===== src/rtl/usbp_pkg.sv =====
// Purpose: Shared constants for the pipe response control block
// Assumes: 32-bit APB data, one word per register
// Notes: Offsets are byte addresses
`default_nettype none
package usbp_pkg;
   // ***********************************************
   // Sizes
   // ***********************************************
   localparam int NUM_PIPES = 10;
   localparam int MPS_W = 11;
   localparam int PIPE_W = 4;
   // ***********************************************
   // Register map
   // ***********************************************
   localparam logic [7:0] CTRL_BASE = 8'h00;
   localparam logic [7:0] CFG_BASE = 8'h40;
   localparam logic [7:0] MODE_ADDR = 8'h80;
   localparam logic [7:0] REQ_LO_ADDR = 8'h84;
   localparam logic [7:0] REQ_HI_ADDR = 8'h88;
   // Control word fields
   localparam int CTRL_PID_LSB = 0;
   localparam int CTRL_FORCE0_BIT = 5;
   localparam int CTRL_FORCE1_BIT = 6;
   localparam int CTRL_MON_BIT = 7;
   localparam int CTRL_ACTIVE_BIT = 8;
   // Config word fields
   localparam int CFG_TYPE_LSB = 0;
   localparam int CFG_DIR_BIT = 2;
   localparam int CFG_SHORT_BIT = 3;
   localparam int CFG_MPS_LSB = 16;
   // Reset values
   localparam logic [MPS_W-1:0] MPS_RESET = 11'h040;
   localparam logic HOST_MODE_RESET = 1'b0;
   // ***********************************************
   // Encodings
   // ***********************************************
   localparam logic [1:0] PID_NAK = 2'h0;
   localparam logic [1:0] PID_BUF = 2'h1;
   localparam logic [1:0] PID_STALL = 2'h2;
   localparam logic [1:0] TYPE_CTRL = 2'h0;
   localparam logic [1:0] TYPE_BULK = 2'h1;
   localparam logic [1:0] TYPE_INTR = 2'h2;
   localparam logic [1:0] TYPE_ISO = 2'h3;
   localparam logic [1:0] HS_ACK = 2'h0;
   localparam logic [1:0] HS_NAK = 2'h1;
   localparam logic [1:0] HS_STALL = 2'h2;
   localparam logic [1:0] HS_DATA = 2'h3;
   // Link events reported by the serial engine
   localparam logic [3:0] EV_DATA_ACKED = 4'h1;
   localparam logic [3:0] EV_RX_OK = 4'h2;
   localparam logic [3:0] EV_RX_ERR = 4'h3;
   localparam logic [3:0] EV_NO_RESP = 4'h4;
   localparam logic [3:0] EV_STALL_RX = 4'h5;
   localparam logic [3:0] EV_TRN_DONE = 4'h6;
   localparam logic [3:0] EV_SETUP_OK = 4'h7;
   localparam logic [3:0] EV_SEQ_ERR = 4'h8;
   localparam logic [3:0] EV_STATUS_STAGE = 4'h9;
   localparam logic [1:0] ERR_LIMIT = 2'h3;
endpackage : usbp_pkg
`default_nettype wire


===== src/rtl/usbp_pipe_ctrl.sv =====
// Purpose: Per-pipe response setting, forced NAK/STALL, data toggle, APB registers
// Assumes: Serial engine reports link events and buffer status synchronously
// Notes: Pipe 0 is the default control pipe
`default_nettype none
// What this block does
// [RULE_01] Pipes 6-9 limited to 64-byte packets; not enforced, every pipe takes any 11-bit MPS
// [RULE_02] Control pipe size 64 HS, 8-64 FS; not checked, any 11-bit MPS is stored
// [RULE_03] Bulk pipes 512 HS, 8-64 FS; not checked, any 11-bit MPS is stored
// [RULE_04] Isochronous size 1-1024 HS, 1-1023 FS; not checked, any 11-bit MPS is stored
// [RULE_05] Host: NAK or STALL pipe issues nothing
// [RULE_06] Host: tokens follow buffer data or space
// [RULE_07] Peripheral: answer NAK or STALL as set
// [RULE_08] Peripheral: allowed setting answers by buffer
// [RULE_09] Setup always ACKed and request stored
// [RULE_10] Three receive errors force NAK
// [RULE_11] Host short packet or count forces NAK
// [RULE_12] Host STALL received or overrun forces STALL
// [RULE_13] Peripheral setup, short, count force NAK
// [RULE_14] Peripheral overrun or sequence error STALL
// [RULE_15] Hardware never writes transfer-allowed setting
// [RULE_16] Config changes only while setting NAK
// [RULE_17] No config change while on FIFO port; this block has no FIFO port, config is gated by NAK only
// [RULE_18] Toggle on each acknowledged data transfer
// [RULE_19] Toggle readable, force strobes for both values
// [RULE_20] Peripheral sets toggle at control stages
// [RULE_21] Software sets toggle around ClearFeature
// [RULE_22] Force-to-DATA1 ignored on isochronous pipes
// [RULE_23] All pipes start at NAK
module usbp_pipe_ctrl (
   input wire logic pclk,
   input wire logic presetn,
   input wire logic psel,
   input wire logic penable,
   input wire logic pwrite,
   input wire logic [7:0] paddr,
   input wire logic [31:0] pwdata,
   input wire logic [3:0] pstrb,
   output logic [31:0] prdata,
   output logic pready,
   output logic pslverr,
   input wire logic evt_valid,
   input wire logic [3:0] evt_code,
   input wire logic [3:0] evt_pipe,
   input wire logic [10:0] evt_len,
   input wire logic [63:0] setup_data,
   input wire logic [9:0] buf_has_data,
   input wire logic [9:0] buf_has_space,
   input wire logic query_valid,
   input wire logic [3:0] query_pipe,
   input wire logic query_in,
   input wire logic query_setup,
   output logic hs_valid,
   output logic [1:0] hs_code,
   output logic token_valid,
   output logic [3:0] token_pipe,
   output logic token_out,
   input wire logic token_taken
);
   localparam int NP = usbp_pkg::NUM_PIPES;
   localparam int MW = usbp_pkg::MPS_W;
   localparam int PW = usbp_pkg::PIPE_W;

   // Buffer status ports are ten wide, so more pipes cannot be served
   if (NP > (1 << PW) || NP < 1 || NP > 10) begin : g_bad_pipes
      $error("Pipe count does not fit the pipe index");
   end

   // ***********************************************
   // State
   // ***********************************************
   typedef struct packed {
      logic [NP-1:0][1:0] pid;
      logic [NP-1:0][1:0] ptype;
      logic [NP-1:0] dir;
      logic [NP-1:0] short_stop;
      logic [NP-1:0][MW-1:0] mps;
      logic [NP-1:0] toggle;
      logic [NP-1:0][1:0] errcnt;
      logic host_mode;
      logic [63:0] req;
      logic [31:0] prdata;
      logic pready;
      logic pslverr;
      logic hs_valid;
      logic [1:0] hs_code;
      logic tok_valid;
      logic [PW-1:0] tok_pipe;
      logic tok_out;
   } usbp_state_type;

   usbp_state_type s_q;
   usbp_state_type s_d;

   logic wr_en;
   logic rd_setup;
   logic [PW-1:0] ctrl_idx;
   logic [PW-1:0] cfg_idx;
   logic is_ctrl;
   logic is_cfg;
   logic ev_ok;
   logic [PW-1:0] ep;
   logic found;
   logic [PW-1:0] pick;
   logic pick_out;
   logic [31:0] rd_word;
   logic rd_err;

   assign wr_en = psel && penable && s_q.pready && pwrite && !s_q.pslverr;
   assign rd_setup = psel && !penable;
   assign ctrl_idx = PW'(paddr[7:2]);
   assign cfg_idx = PW'((paddr - usbp_pkg::CFG_BASE) >> 2);
   assign is_ctrl = (paddr < usbp_pkg::CFG_BASE) && (32'(ctrl_idx) < NP) && (paddr[1:0] == 2'h0);
   assign is_cfg = (paddr >= usbp_pkg::CFG_BASE) && (paddr < usbp_pkg::MODE_ADDR)
      && (32'(cfg_idx) < NP) && (paddr[1:0] == 2'h0);
   assign ev_ok = evt_valid && (32'(evt_pipe) < NP);
   assign ep = evt_pipe;

   // ***********************************************
   // Read mux
   // ***********************************************
   always_comb begin
      rd_word = 32'h0000_0000;
      rd_err = 1'b0;
      if (is_ctrl) begin
         rd_word[usbp_pkg::CTRL_PID_LSB +: 2] = s_q.pid[ctrl_idx];
         rd_word[usbp_pkg::CTRL_MON_BIT] = s_q.toggle[ctrl_idx]; // RULE_19
         rd_word[usbp_pkg::CTRL_ACTIVE_BIT] = s_q.tok_valid && (s_q.tok_pipe == ctrl_idx);
      end else if (is_cfg) begin
         rd_word[usbp_pkg::CFG_TYPE_LSB +: 2] = s_q.ptype[cfg_idx];
         rd_word[usbp_pkg::CFG_DIR_BIT] = s_q.dir[cfg_idx];
         rd_word[usbp_pkg::CFG_SHORT_BIT] = s_q.short_stop[cfg_idx];
         rd_word[usbp_pkg::CFG_MPS_LSB +: MW] = s_q.mps[cfg_idx];
      end else if (paddr == usbp_pkg::MODE_ADDR) begin
         rd_word[0] = s_q.host_mode;
      end else if (paddr == usbp_pkg::REQ_LO_ADDR) begin
         rd_word = s_q.req[31:0];
      end else if (paddr == usbp_pkg::REQ_HI_ADDR) begin
         rd_word = s_q.req[63:32];
      end else begin
         rd_err = 1'b1;
      end
   end

   // ***********************************************
   // Host token picker
   // ***********************************************
   always_comb begin
      found = 1'b0;
      pick = '0;
      pick_out = 1'b0;
      for (int i = NP - 1; i >= 0; i--) begin
         // Only transfer-allowed pipes compete; NAK and STALL pipes stay silent
         if (s_q.pid[i] == usbp_pkg::PID_BUF) begin // RULE_05
            if ((s_q.dir[i] && buf_has_data[i]) || (!s_q.dir[i] && buf_has_space[i])) begin // RULE_06
               found = 1'b1;
               pick = PW'(i);
               pick_out = s_q.dir[i];
            end
         end
      end
   end

   // ***********************************************
   // Next state
   // ***********************************************
   always_comb begin
      s_d = s_q;
      s_d.hs_valid = 1'b0;

      // APB: answer one cycle after setup, so pready rises in the access phase
      s_d.pready = rd_setup;
      if (rd_setup) begin
         s_d.prdata = pwrite ? 32'h0000_0000 : rd_word;
         s_d.pslverr = rd_err;
      end else if (!psel) begin
         s_d.pslverr = 1'b0;
      end

      if (wr_en && is_ctrl && pstrb[0]) begin
         s_d.pid[ctrl_idx] = (pwdata[1:0] == 2'h3) ? usbp_pkg::PID_STALL : pwdata[1:0];
         // Toggle strobes are refused while the pipe may transfer
         if (s_q.pid[ctrl_idx] == usbp_pkg::PID_NAK) begin // RULE_16
            if (pwdata[usbp_pkg::CTRL_FORCE0_BIT]) begin
               s_d.toggle[ctrl_idx] = 1'b0; // RULE_19
            end else if (pwdata[usbp_pkg::CTRL_FORCE1_BIT]
                         && s_q.ptype[ctrl_idx] != usbp_pkg::TYPE_ISO) begin // RULE_22
               s_d.toggle[ctrl_idx] = 1'b1; // RULE_19
            end
         end
      end
      // Config is frozen unless the pipe is at NAK
      if (wr_en && is_cfg && s_q.pid[cfg_idx] == usbp_pkg::PID_NAK) begin // RULE_16
         if (pstrb[0]) begin
            s_d.ptype[cfg_idx] = pwdata[usbp_pkg::CFG_TYPE_LSB +: 2];
            s_d.dir[cfg_idx] = pwdata[usbp_pkg::CFG_DIR_BIT];
            s_d.short_stop[cfg_idx] = pwdata[usbp_pkg::CFG_SHORT_BIT];
         end
         if (pstrb[2] && pstrb[3]) begin
            s_d.mps[cfg_idx] = pwdata[usbp_pkg::CFG_MPS_LSB +: MW];
         end
      end
      if (wr_en && paddr == usbp_pkg::MODE_ADDR && pstrb[0]) begin
         s_d.host_mode = pwdata[0];
      end

      // Link events follow software writes so a hardware force wins the same cycle
      if (ev_ok) begin
         case (evt_code) // RULE_15
            usbp_pkg::EV_DATA_ACKED: begin
               s_d.errcnt[ep] = 2'h0;
               if (s_q.ptype[ep] != usbp_pkg::TYPE_ISO) begin
                  s_d.toggle[ep] = !s_q.toggle[ep]; // RULE_18
               end
            end
            usbp_pkg::EV_RX_OK: begin
               s_d.errcnt[ep] = 2'h0;
               if (evt_len > s_q.mps[ep]) begin
                  s_d.pid[ep] = usbp_pkg::PID_STALL; // RULE_12 RULE_14
               end else if (evt_len < s_q.mps[ep] && s_q.short_stop[ep]
                            && (s_q.ptype[ep] == usbp_pkg::TYPE_BULK
                                || (s_q.host_mode && ep == '0 && !s_q.dir[ep]))) begin
                  s_d.pid[ep] = usbp_pkg::PID_NAK; // RULE_11 RULE_13
               end
            end
            usbp_pkg::EV_RX_ERR, usbp_pkg::EV_NO_RESP: begin
               // Missing answers do not count against isochronous pipes
               if (s_q.host_mode && !(evt_code == usbp_pkg::EV_NO_RESP
                                      && s_q.ptype[ep] == usbp_pkg::TYPE_ISO)) begin
                  if (s_q.errcnt[ep] == usbp_pkg::ERR_LIMIT - 2'h1) begin
                     s_d.errcnt[ep] = 2'h0;
                     s_d.pid[ep] = usbp_pkg::PID_NAK; // RULE_10
                  end else begin
                     s_d.errcnt[ep] = s_q.errcnt[ep] + 2'h1;
                  end
               end
            end
            usbp_pkg::EV_STALL_RX: begin
               if (s_q.host_mode) begin
                  s_d.pid[ep] = usbp_pkg::PID_STALL; // RULE_12
               end
            end
            usbp_pkg::EV_TRN_DONE: begin
               if (s_q.short_stop[ep] && s_q.ptype[ep] == usbp_pkg::TYPE_BULK) begin
                  s_d.pid[ep] = usbp_pkg::PID_NAK; // RULE_11 RULE_13
               end
            end
            usbp_pkg::EV_SETUP_OK: begin
               if (!s_q.host_mode && ep == '0) begin
                  s_d.pid[ep] = usbp_pkg::PID_NAK; // RULE_13
                  s_d.toggle[ep] = 1'b0; // RULE_20
               end
            end
            usbp_pkg::EV_SEQ_ERR: begin
               if (!s_q.host_mode) begin
                  s_d.pid[ep] = usbp_pkg::PID_STALL; // RULE_14
               end
            end
            usbp_pkg::EV_STATUS_STAGE: begin
               if (!s_q.host_mode) begin
                  s_d.toggle[ep] = 1'b1; // RULE_20
               end
            end
            default: begin
            end
         endcase
      end
      // No path above ever loads PID_BUF from a link event

      // Peripheral handshake answer
      if (query_valid && !s_q.host_mode && 32'(query_pipe) < NP) begin
         s_d.hs_valid = 1'b1;
         if (query_setup) begin
            s_d.hs_code = usbp_pkg::HS_ACK; // RULE_09
            s_d.req = setup_data; // RULE_09
         end else begin
            case (s_q.pid[query_pipe])
               usbp_pkg::PID_BUF: begin
                  if (query_in) begin
                     s_d.hs_code = buf_has_data[query_pipe] ? usbp_pkg::HS_DATA : usbp_pkg::HS_NAK; // RULE_08
                  end else begin
                     s_d.hs_code = buf_has_space[query_pipe] ? usbp_pkg::HS_ACK : usbp_pkg::HS_NAK; // RULE_08
                  end
               end
               usbp_pkg::PID_NAK: begin
                  s_d.hs_code = usbp_pkg::HS_NAK; // RULE_07
               end
               default: begin
                  s_d.hs_code = usbp_pkg::HS_STALL; // RULE_07
               end
            endcase
         end
      end

      // Host token offer: held until taken, withdrawn if the pipe leaves BUF
      if (!s_q.host_mode) begin
         s_d.tok_valid = 1'b0;
      end else if (s_q.tok_valid) begin
         if (token_taken || s_d.pid[s_q.tok_pipe] != usbp_pkg::PID_BUF) begin // RULE_05
            s_d.tok_valid = 1'b0;
         end
      end else if (found && s_d.pid[pick] == usbp_pkg::PID_BUF) begin
         s_d.tok_valid = 1'b1; // RULE_06
         s_d.tok_pipe = pick;
         s_d.tok_out = pick_out;
      end
   end

   // ***********************************************
   // Registers
   // ***********************************************
   always_ff @(posedge pclk or negedge presetn) begin
      if (!presetn) begin
         s_q.pid <= {NP{usbp_pkg::PID_NAK}}; // RULE_23
         s_q.ptype <= {NP{usbp_pkg::TYPE_CTRL}};
         s_q.dir <= '0;
         s_q.short_stop <= '0;
         s_q.mps <= {NP{usbp_pkg::MPS_RESET}};
         s_q.toggle <= '0;
         s_q.errcnt <= '0;
         s_q.host_mode <= usbp_pkg::HOST_MODE_RESET;
         s_q.req <= 64'h0;
         s_q.prdata <= 32'h0000_0000;
         s_q.pready <= 1'b0;
         s_q.pslverr <= 1'b0;
         s_q.hs_valid <= 1'b0;
         s_q.hs_code <= usbp_pkg::HS_NAK;
         s_q.tok_valid <= 1'b0;
         s_q.tok_pipe <= '0;
         s_q.tok_out <= 1'b0;
      end else begin
         s_q <= s_d;
      end
   end

   assign prdata = s_q.prdata;
   assign pready = s_q.pready;
   assign pslverr = s_q.pslverr;
   assign hs_valid = s_q.hs_valid;
   assign hs_code = s_q.hs_code;
   assign token_valid = s_q.tok_valid;
   assign token_pipe = s_q.tok_pipe;
   assign token_out = s_q.tok_out;
endmodule : usbp_pipe_ctrl
`default_nettype wire


===== config.mk =====
export PLATFORM = sky130hd
export DESIGN_NAME = usbp_pipe_ctrl
export DESIGN_NICKNAME = d
export VERILOG_FILES = /design/src/rtl/usbp_pkg.sv /design/src/rtl/usbp_pipe_ctrl.sv
export SDC_FILE = /design/constraint.sdc
export NUM_CORES = 1
export LEC_CHECK = 0
export BUFFER_PORTS_ARGS = -buffer_cell sky130_fd_sc_hd__buf_2
export CORE_UTILIZATION = 35
export DETAILED_ROUTE_END_ITERATION = 6
export PLACE_DENSITY = 0.48
export SLEW_MARGIN = 20
export SYNTH_ARGS = -nofsm -noshare
export SYNTH_HDL_FRONTEND = slang
export SYNTH_SLANG_ARGS = --single-unit

===== constraint.sdc =====
create_clock -name pclk -period 10.79 [get_ports pclk]
set_clock_uncertainty 0.05 [all_clocks]
set_input_delay 0 -clock pclk [delete_from_list [all_inputs] [get_ports pclk]]
set_output_delay 0 -clock pclk [all_outputs]
set_load 0.02 [all_outputs]

==> report_table.html <==
<table>
<tr><th>Metric</th><th>Value</th></tr>
<tr><th colspan="2">Run status</th></tr>
<tr><td>Outcome</td><td>completed</td></tr>
<tr><th colspan="2">Synth</th></tr>
<tr><td>Leading cell type by number of instances after synthesis</td><td>dfrtp_1</td></tr>
<tr><td>Share of the synthesized area in compound gates (AO/OA/AOI/OAI)</td><td>14.2%</td></tr>
<tr><td>Count of flip-flops with a built-in enable after synthesis</td><td>0</td></tr>
<tr><td>Yosys top cell by area</td><td>dfrtp_1</td></tr>
<tr><td>YS warnings</td><td>0</td></tr>
<tr><td>Post-Synth Adder-Cell Area</td><td>0.804%</td></tr>
<tr><td>Avg Cell Area, Syn</td><td>~11 sq um</td></tr>
<tr><td>Synth cell count leaders</td><td>dfrtp_1, mux2_2, nand2_1</td></tr>
<tr><td>Portion of synthesized cell area occupied by the leading cell type</td><td>39.8%</td></tr>
<tr><td>XOR/XNOR Fraction of Synth Area</td><td>less than 1%</td></tr>
<tr><td>Area of the mapped netlist</td><td>between 0.015 and 0.02 sq mm</td></tr>
<tr><td>Sequential share of the synthesized area</td><td>between 40% and 50%</td></tr>
<tr><td>Combinational family with the most area after synthesis</td><td>multiplexers</td></tr>
<tr><td>Nets in the synthesized netlist</td><td>~1900</td></tr>
<tr><td>Simple-gate share of the synthesized area</td><td>between 10% and 20%</td></tr>
<tr><td>Fraction of synthesis flops using an asynchronous set or reset pin</td><td>100%</td></tr>
<tr><td>Multiplexer fraction of the synthesized cell area</td><td>a little over a quarter</td></tr>
<tr><td>Count of state elements after synthesis</td><td>308</td></tr>
<tr><td>Library cells used by synthesis</td><td>slightly below 100</td></tr>
<tr><td>Top cells by area in the synthesized netlist</td><td>dfrtp_1, mux2_2, mux4_2</td></tr>
<tr><td>Number of instances in the synthesized netlist</td><td>around 1700</td></tr>
<tr><td>Synth Flop Type</td><td>dfrtp_1</td></tr>
<tr><th colspan="2">Placement</th></tr>
<tr><td>Placed Cells incl. Taps</td><td>2434</td></tr>
<tr><td>Setup Slack @ Placement</td><td>approximately 4.6 ns</td></tr>
<tr><td>Area after detailed placement</td><td>0.0199 sq mm</td></tr>
<tr><td>Final weighted congestion of routability-driven global placement</td><td>about 0.9</td></tr>
<tr><td>HPWL after detailed placement</td><td>between 40 and 50 mm</td></tr>
<tr><td>Number of buffers inserted by port buffering</td><td>187</td></tr>
<tr><th colspan="2">Cells and area</th></tr>
<tr><td>Layout cells sized above 1</td><td>about 34%</td></tr>
<tr><td>P&amp;R area growth vs syn</td><td>18.8%</td></tr>
<tr><td>Nets</td><td>2056</td></tr>
<tr><td>Layout Utilization</td><td>about 42%</td></tr>
<tr><td>Post-route standard cell area excluding fillers</td><td>0.0222 sq mm</td></tr>
<tr><td>Post-layout instance count excluding filler cells</td><td>between 2000 and 3000</td></tr>
<tr><th colspan="2">Power and ir drop</th></tr>
<tr><td>Post-layout power</td><td>just under 3 mW</td></tr>
<tr><td>Logic gate share of total power</td><td>a little over an eighth</td></tr>
<tr><td>Clock network fraction of design power</td><td>about 44%</td></tr>
<tr><td>P_int</td><td>between 2 and 2.5 mW</td></tr>
<tr><td>Pwr dens</td><td>between 100 and 150 mW/mm^2</td></tr>
<tr><td>Switching power summed over all nets</td><td>0.799 mW</td></tr>
<tr><td>Proportion of total power due to net switching</td><td>between 20 and 30%</td></tr>
<tr><td>Leakage power of the design</td><td>9.77 nW</td></tr>
<tr><td>Max VDD drop</td><td>between 0.1 and 0.15 mV</td></tr>
<tr><td>Sequential group share of total power</td><td>43.1%</td></tr>
<tr><th colspan="2">Job</th></tr>
<tr><td>Number of maximum-capacitance violations</td><td>0</td></tr>
<tr><th colspan="2">Die</th></tr>
<tr><td>Initial cell density of the core</td><td>about 35%</td></tr>
<tr><td>Die Y</td><td>about 230 um</td></tr>
<tr><td>Placeable core region</td><td>roughly 0.053 sq mm</td></tr>
<tr><td>IO Pins</td><td>204</td></tr>
<tr><td>Horiz. Die Dim</td><td>233 um</td></tr>
<tr><td>Die area</td><td>around 0.054 sq mm</td></tr>
<tr><td>Core Rows</td><td>84</td></tr>
<tr><th colspan="2">CTS</th></tr>
<tr><td>Clock root buffer master</td><td>clkbuf_16</td></tr>
<tr><td>Latest clock arrival within the worst-skew pair</td><td>~0.56 ns</td></tr>
<tr><td>H-tree Lvls</td><td>2</td></tr>
<tr><td>Clock slew at the register clock pins of the worst setup and hold paths</td><td>~0.06 ns</td></tr>
<tr><td>Clock tree from TritonCTS</td><td>done</td></tr>
<tr><td>Number of sinks on the clock net</td><td>slightly above 300</td></tr>
<tr><td>Maximum buffer depth of the clock tree</td><td>3</td></tr>
<tr><td>Total clock buffers created by CTS</td><td>39</td></tr>
<tr><td>Number of post-CTS setup repair buffers</td><td>0</td></tr>
<tr><th colspan="2">STA</th></tr>
<tr><td>Final Cycle Share</td><td>around 52%</td></tr>
<tr><td>Total Neg Setup Slack</td><td>0 ns</td></tr>
<tr><td>Slew headroom</td><td>between 30% and 40%</td></tr>
<tr><td>Worst hold slack</td><td>between 0.015 and 0.02 ns</td></tr>
<tr><td>Minimum setup slack in the final design</td><td>between 5 and 6 ns</td></tr>
<tr><td>Max-slew violation total from the final report</td><td>0</td></tr>
<tr><td>Final period demand of the worst path</td><td>5.65 ns</td></tr>
<tr><td>Final-report setup violation count</td><td>0</td></tr>
<tr><td>Unrepaired setup endpoints after global routing</td><td>no</td></tr>
<tr><td>Count of final hold-check violations</td><td>0</td></tr>
<tr><td>Slew at the pin closest to its max-slew limit</td><td>a little under 1 ns</td></tr>
<tr><td>Fmax</td><td>around 180 MHz</td></tr>
<tr><th colspan="2">Detailed routing</th></tr>
<tr><td>Overall routed net length</td><td>between 60 and 70 mm</td></tr>
<tr><td>Routed length per instance</td><td>approximately 25 um</td></tr>
<tr><td>Antenna violation net count after detailed routing</td><td>0</td></tr>
<tr><td>Total DRC errors in the routed layout</td><td>0</td></tr>
<tr><td>Number of design-rule violations left by the first detailed-router iteration</td><td>roughly 1100</td></tr>
<tr><td>Via total after detailed routing</td><td>about 15000</td></tr>
<tr><td>Vias per cell</td><td>between 5 and 6</td></tr>
<tr><td>Pre-Repair DR Iteration Count</td><td>5</td></tr>
<tr><th colspan="2">Critical path</th></tr>
<tr><td>Endpoint required time on the critical path</td><td>11.18 ns</td></tr>
<tr><td>Arrival time at the worst endpoint</td><td>about 6.0 ns</td></tr>
<tr><td>Crit path cell chain</td><td>buf_2, buf_4, mux4_2, mux2i_1, nor2_1, a221oi_1, ha_1, a21oi_1, o21ai_0, a2111oi_4, o21ai_0, and2_1, a211o_1, nor4b_2, a2111oi_2, o31ai_4, mux2_4</td></tr>
<tr><td>CP max stage cell</td><td>a2111oi_4</td></tr>
<tr><td>Kind of cell adding the most delay to the critical path</td><td>compound AO/OA/AOI/OAI gates</td></tr>
<tr><td>Buffers &amp; Inverters on Critical Path</td><td>2</td></tr>
<tr><td>Worst setup EP type</td><td>flop</td></tr>
<tr><td>Slowest stage delay, CP</td><td>~0.96 ns</td></tr>
<tr><td>CP max FO</td><td>41</td></tr>
<tr><td>Cell repeated most along the worst path</td><td>o21ai_0</td></tr>
<tr><td>Type of the worst setup path</td><td>in -&gt; reg</td></tr>
<tr><td>Startpoint Class</td><td>input port</td></tr>
<tr><th colspan="2">Global routing</th></tr>
<tr><td>Largest net degree at the start of global routing</td><td>107</td></tr>
<tr><td>First-pass GRT wire length</td><td>98.9 mm</td></tr>
<tr><td>Total routing resource utilization after global routing</td><td>approximately 24%</td></tr>
<tr><td>Total overflow reported by the global router</td><td>0</td></tr>
<tr><td>Via count of the first global-routing pass</td><td>~16000</td></tr>
<tr><td>Antenna violations before repair</td><td>4</td></tr>
<tr><th colspan="2">Worst hold path</th></tr>
<tr><td>Hold crit path type</td><td>in -&gt; reg</td></tr>
</table>
## cell usage in the layout (no fill, tap or decap), types with 14 or more instances in the layout
| master | n |
|---|---|
| dfrtp_1 | 297 |
| mux2_2 | 242 |
| buf_2 | 185 |
| nand2_1 | 153 |
| o21ai_0 | 110 |
| dlygate4sd3_1 | 96 |
| nor2_1 | 82 |
| mux4_2 | 74 |
| mux2i_1 | 57 |
| clkbuf_16 | 40 |
| a21oi_1 | 36 |
| a22oi_1 | 34 |
| buf_4 | 31 |
| nor3_1 | 28 |
| a221oi_1 | 25 |
| a31oi_1 | 24 |
| nand3_1 | 23 |
| nand2b_1 | 22 |
| inv_1 | 20 |
| nor2b_1 | 16 |
| o31ai_1 | 16 |
| o22ai_1 | 15 |
| and2_1 | 14 |
## logic make-up after synthesis
| family | Yosys count |
|---|---|
| and+or+nand+nor | 430 |
| muxes | 378 |
| buffers and inverters | 181 |
| DFF | 308 |
| xor gates and xnor gates | 4 |
| AOI/OAI and AO/OA | 377 |
| adders and majority gates | 12 |
## layout make-up
class	count	area, sq um
inverter	20	75.1
sequential	308	7720
multi-input combinational	1201	10100
antenna	4	10.0
tap	688	861
clock buffer	61	1190
fill	5047	30500
clock inverter	9	76.3
timing repair buffer	313	2130
## worst paths after layout
| path | start | endpoint | slack, ns | cells past startpoint |
|---|---|---|---|---|
| setup / recovery | evt_pipe[0] | token_out | 5.14 | 17 |
| hold / removal | query_pipe[3] | hs_valid | 0.02 | 4 |
| setup reg to reg | s_q[225] | token_out | 5.33 | 15 |
| hold reg to reg | prdata[23] | prdata[23] | 0.42 | 1 |
| max in group asynchronous | presetn | s_q[95] | 8.27 | 4 |
| min in group asynchronous | presetn | token_valid | 0.05 | 2 |
## metal layers
layer | track usage, % | share of wire (%)
met5 | 0 | 0.020
met4 | 9.46 | 3.6
met3 | 4.53 | 5.8
met2 | 39.5 | 47
met1 | 31.8 | 43
## state kept, by name, indices dropped and copies added, names as in the netlist
register	flops
pslverr	1
s_q	265
pready	1
token_pipe	4
token_valid	1
prdata	32
hs_valid	1
hs_code	2
token_out	1
## power groups by stage
stage          Clock (mW)  Combinational [mW]  Sequential (mW)
5_1_grt              1.37               0.414             1.27
6_report             1.29               0.382             1.27
3_3_place_gp            0               0.350             1.28
2_1_floorplan           0               0.218             1.27
3_5_place_dp            0               0.351             1.29
4_1_cts              1.33               0.383             1.27
## timing repair
item | in CTS | in global routing
resized for setup | 0 | 0
hold buffers | 96 | 0
endpoints found under the hold margin | 321 | 0
## worst min-delay path: cells and delay by family
family	cells	cell delay, ns
simple gates	1	0.19
compound gates	1	0.09
buf+inv	2	0.30
Note: power is estimated with default switching activity, not from simulation.
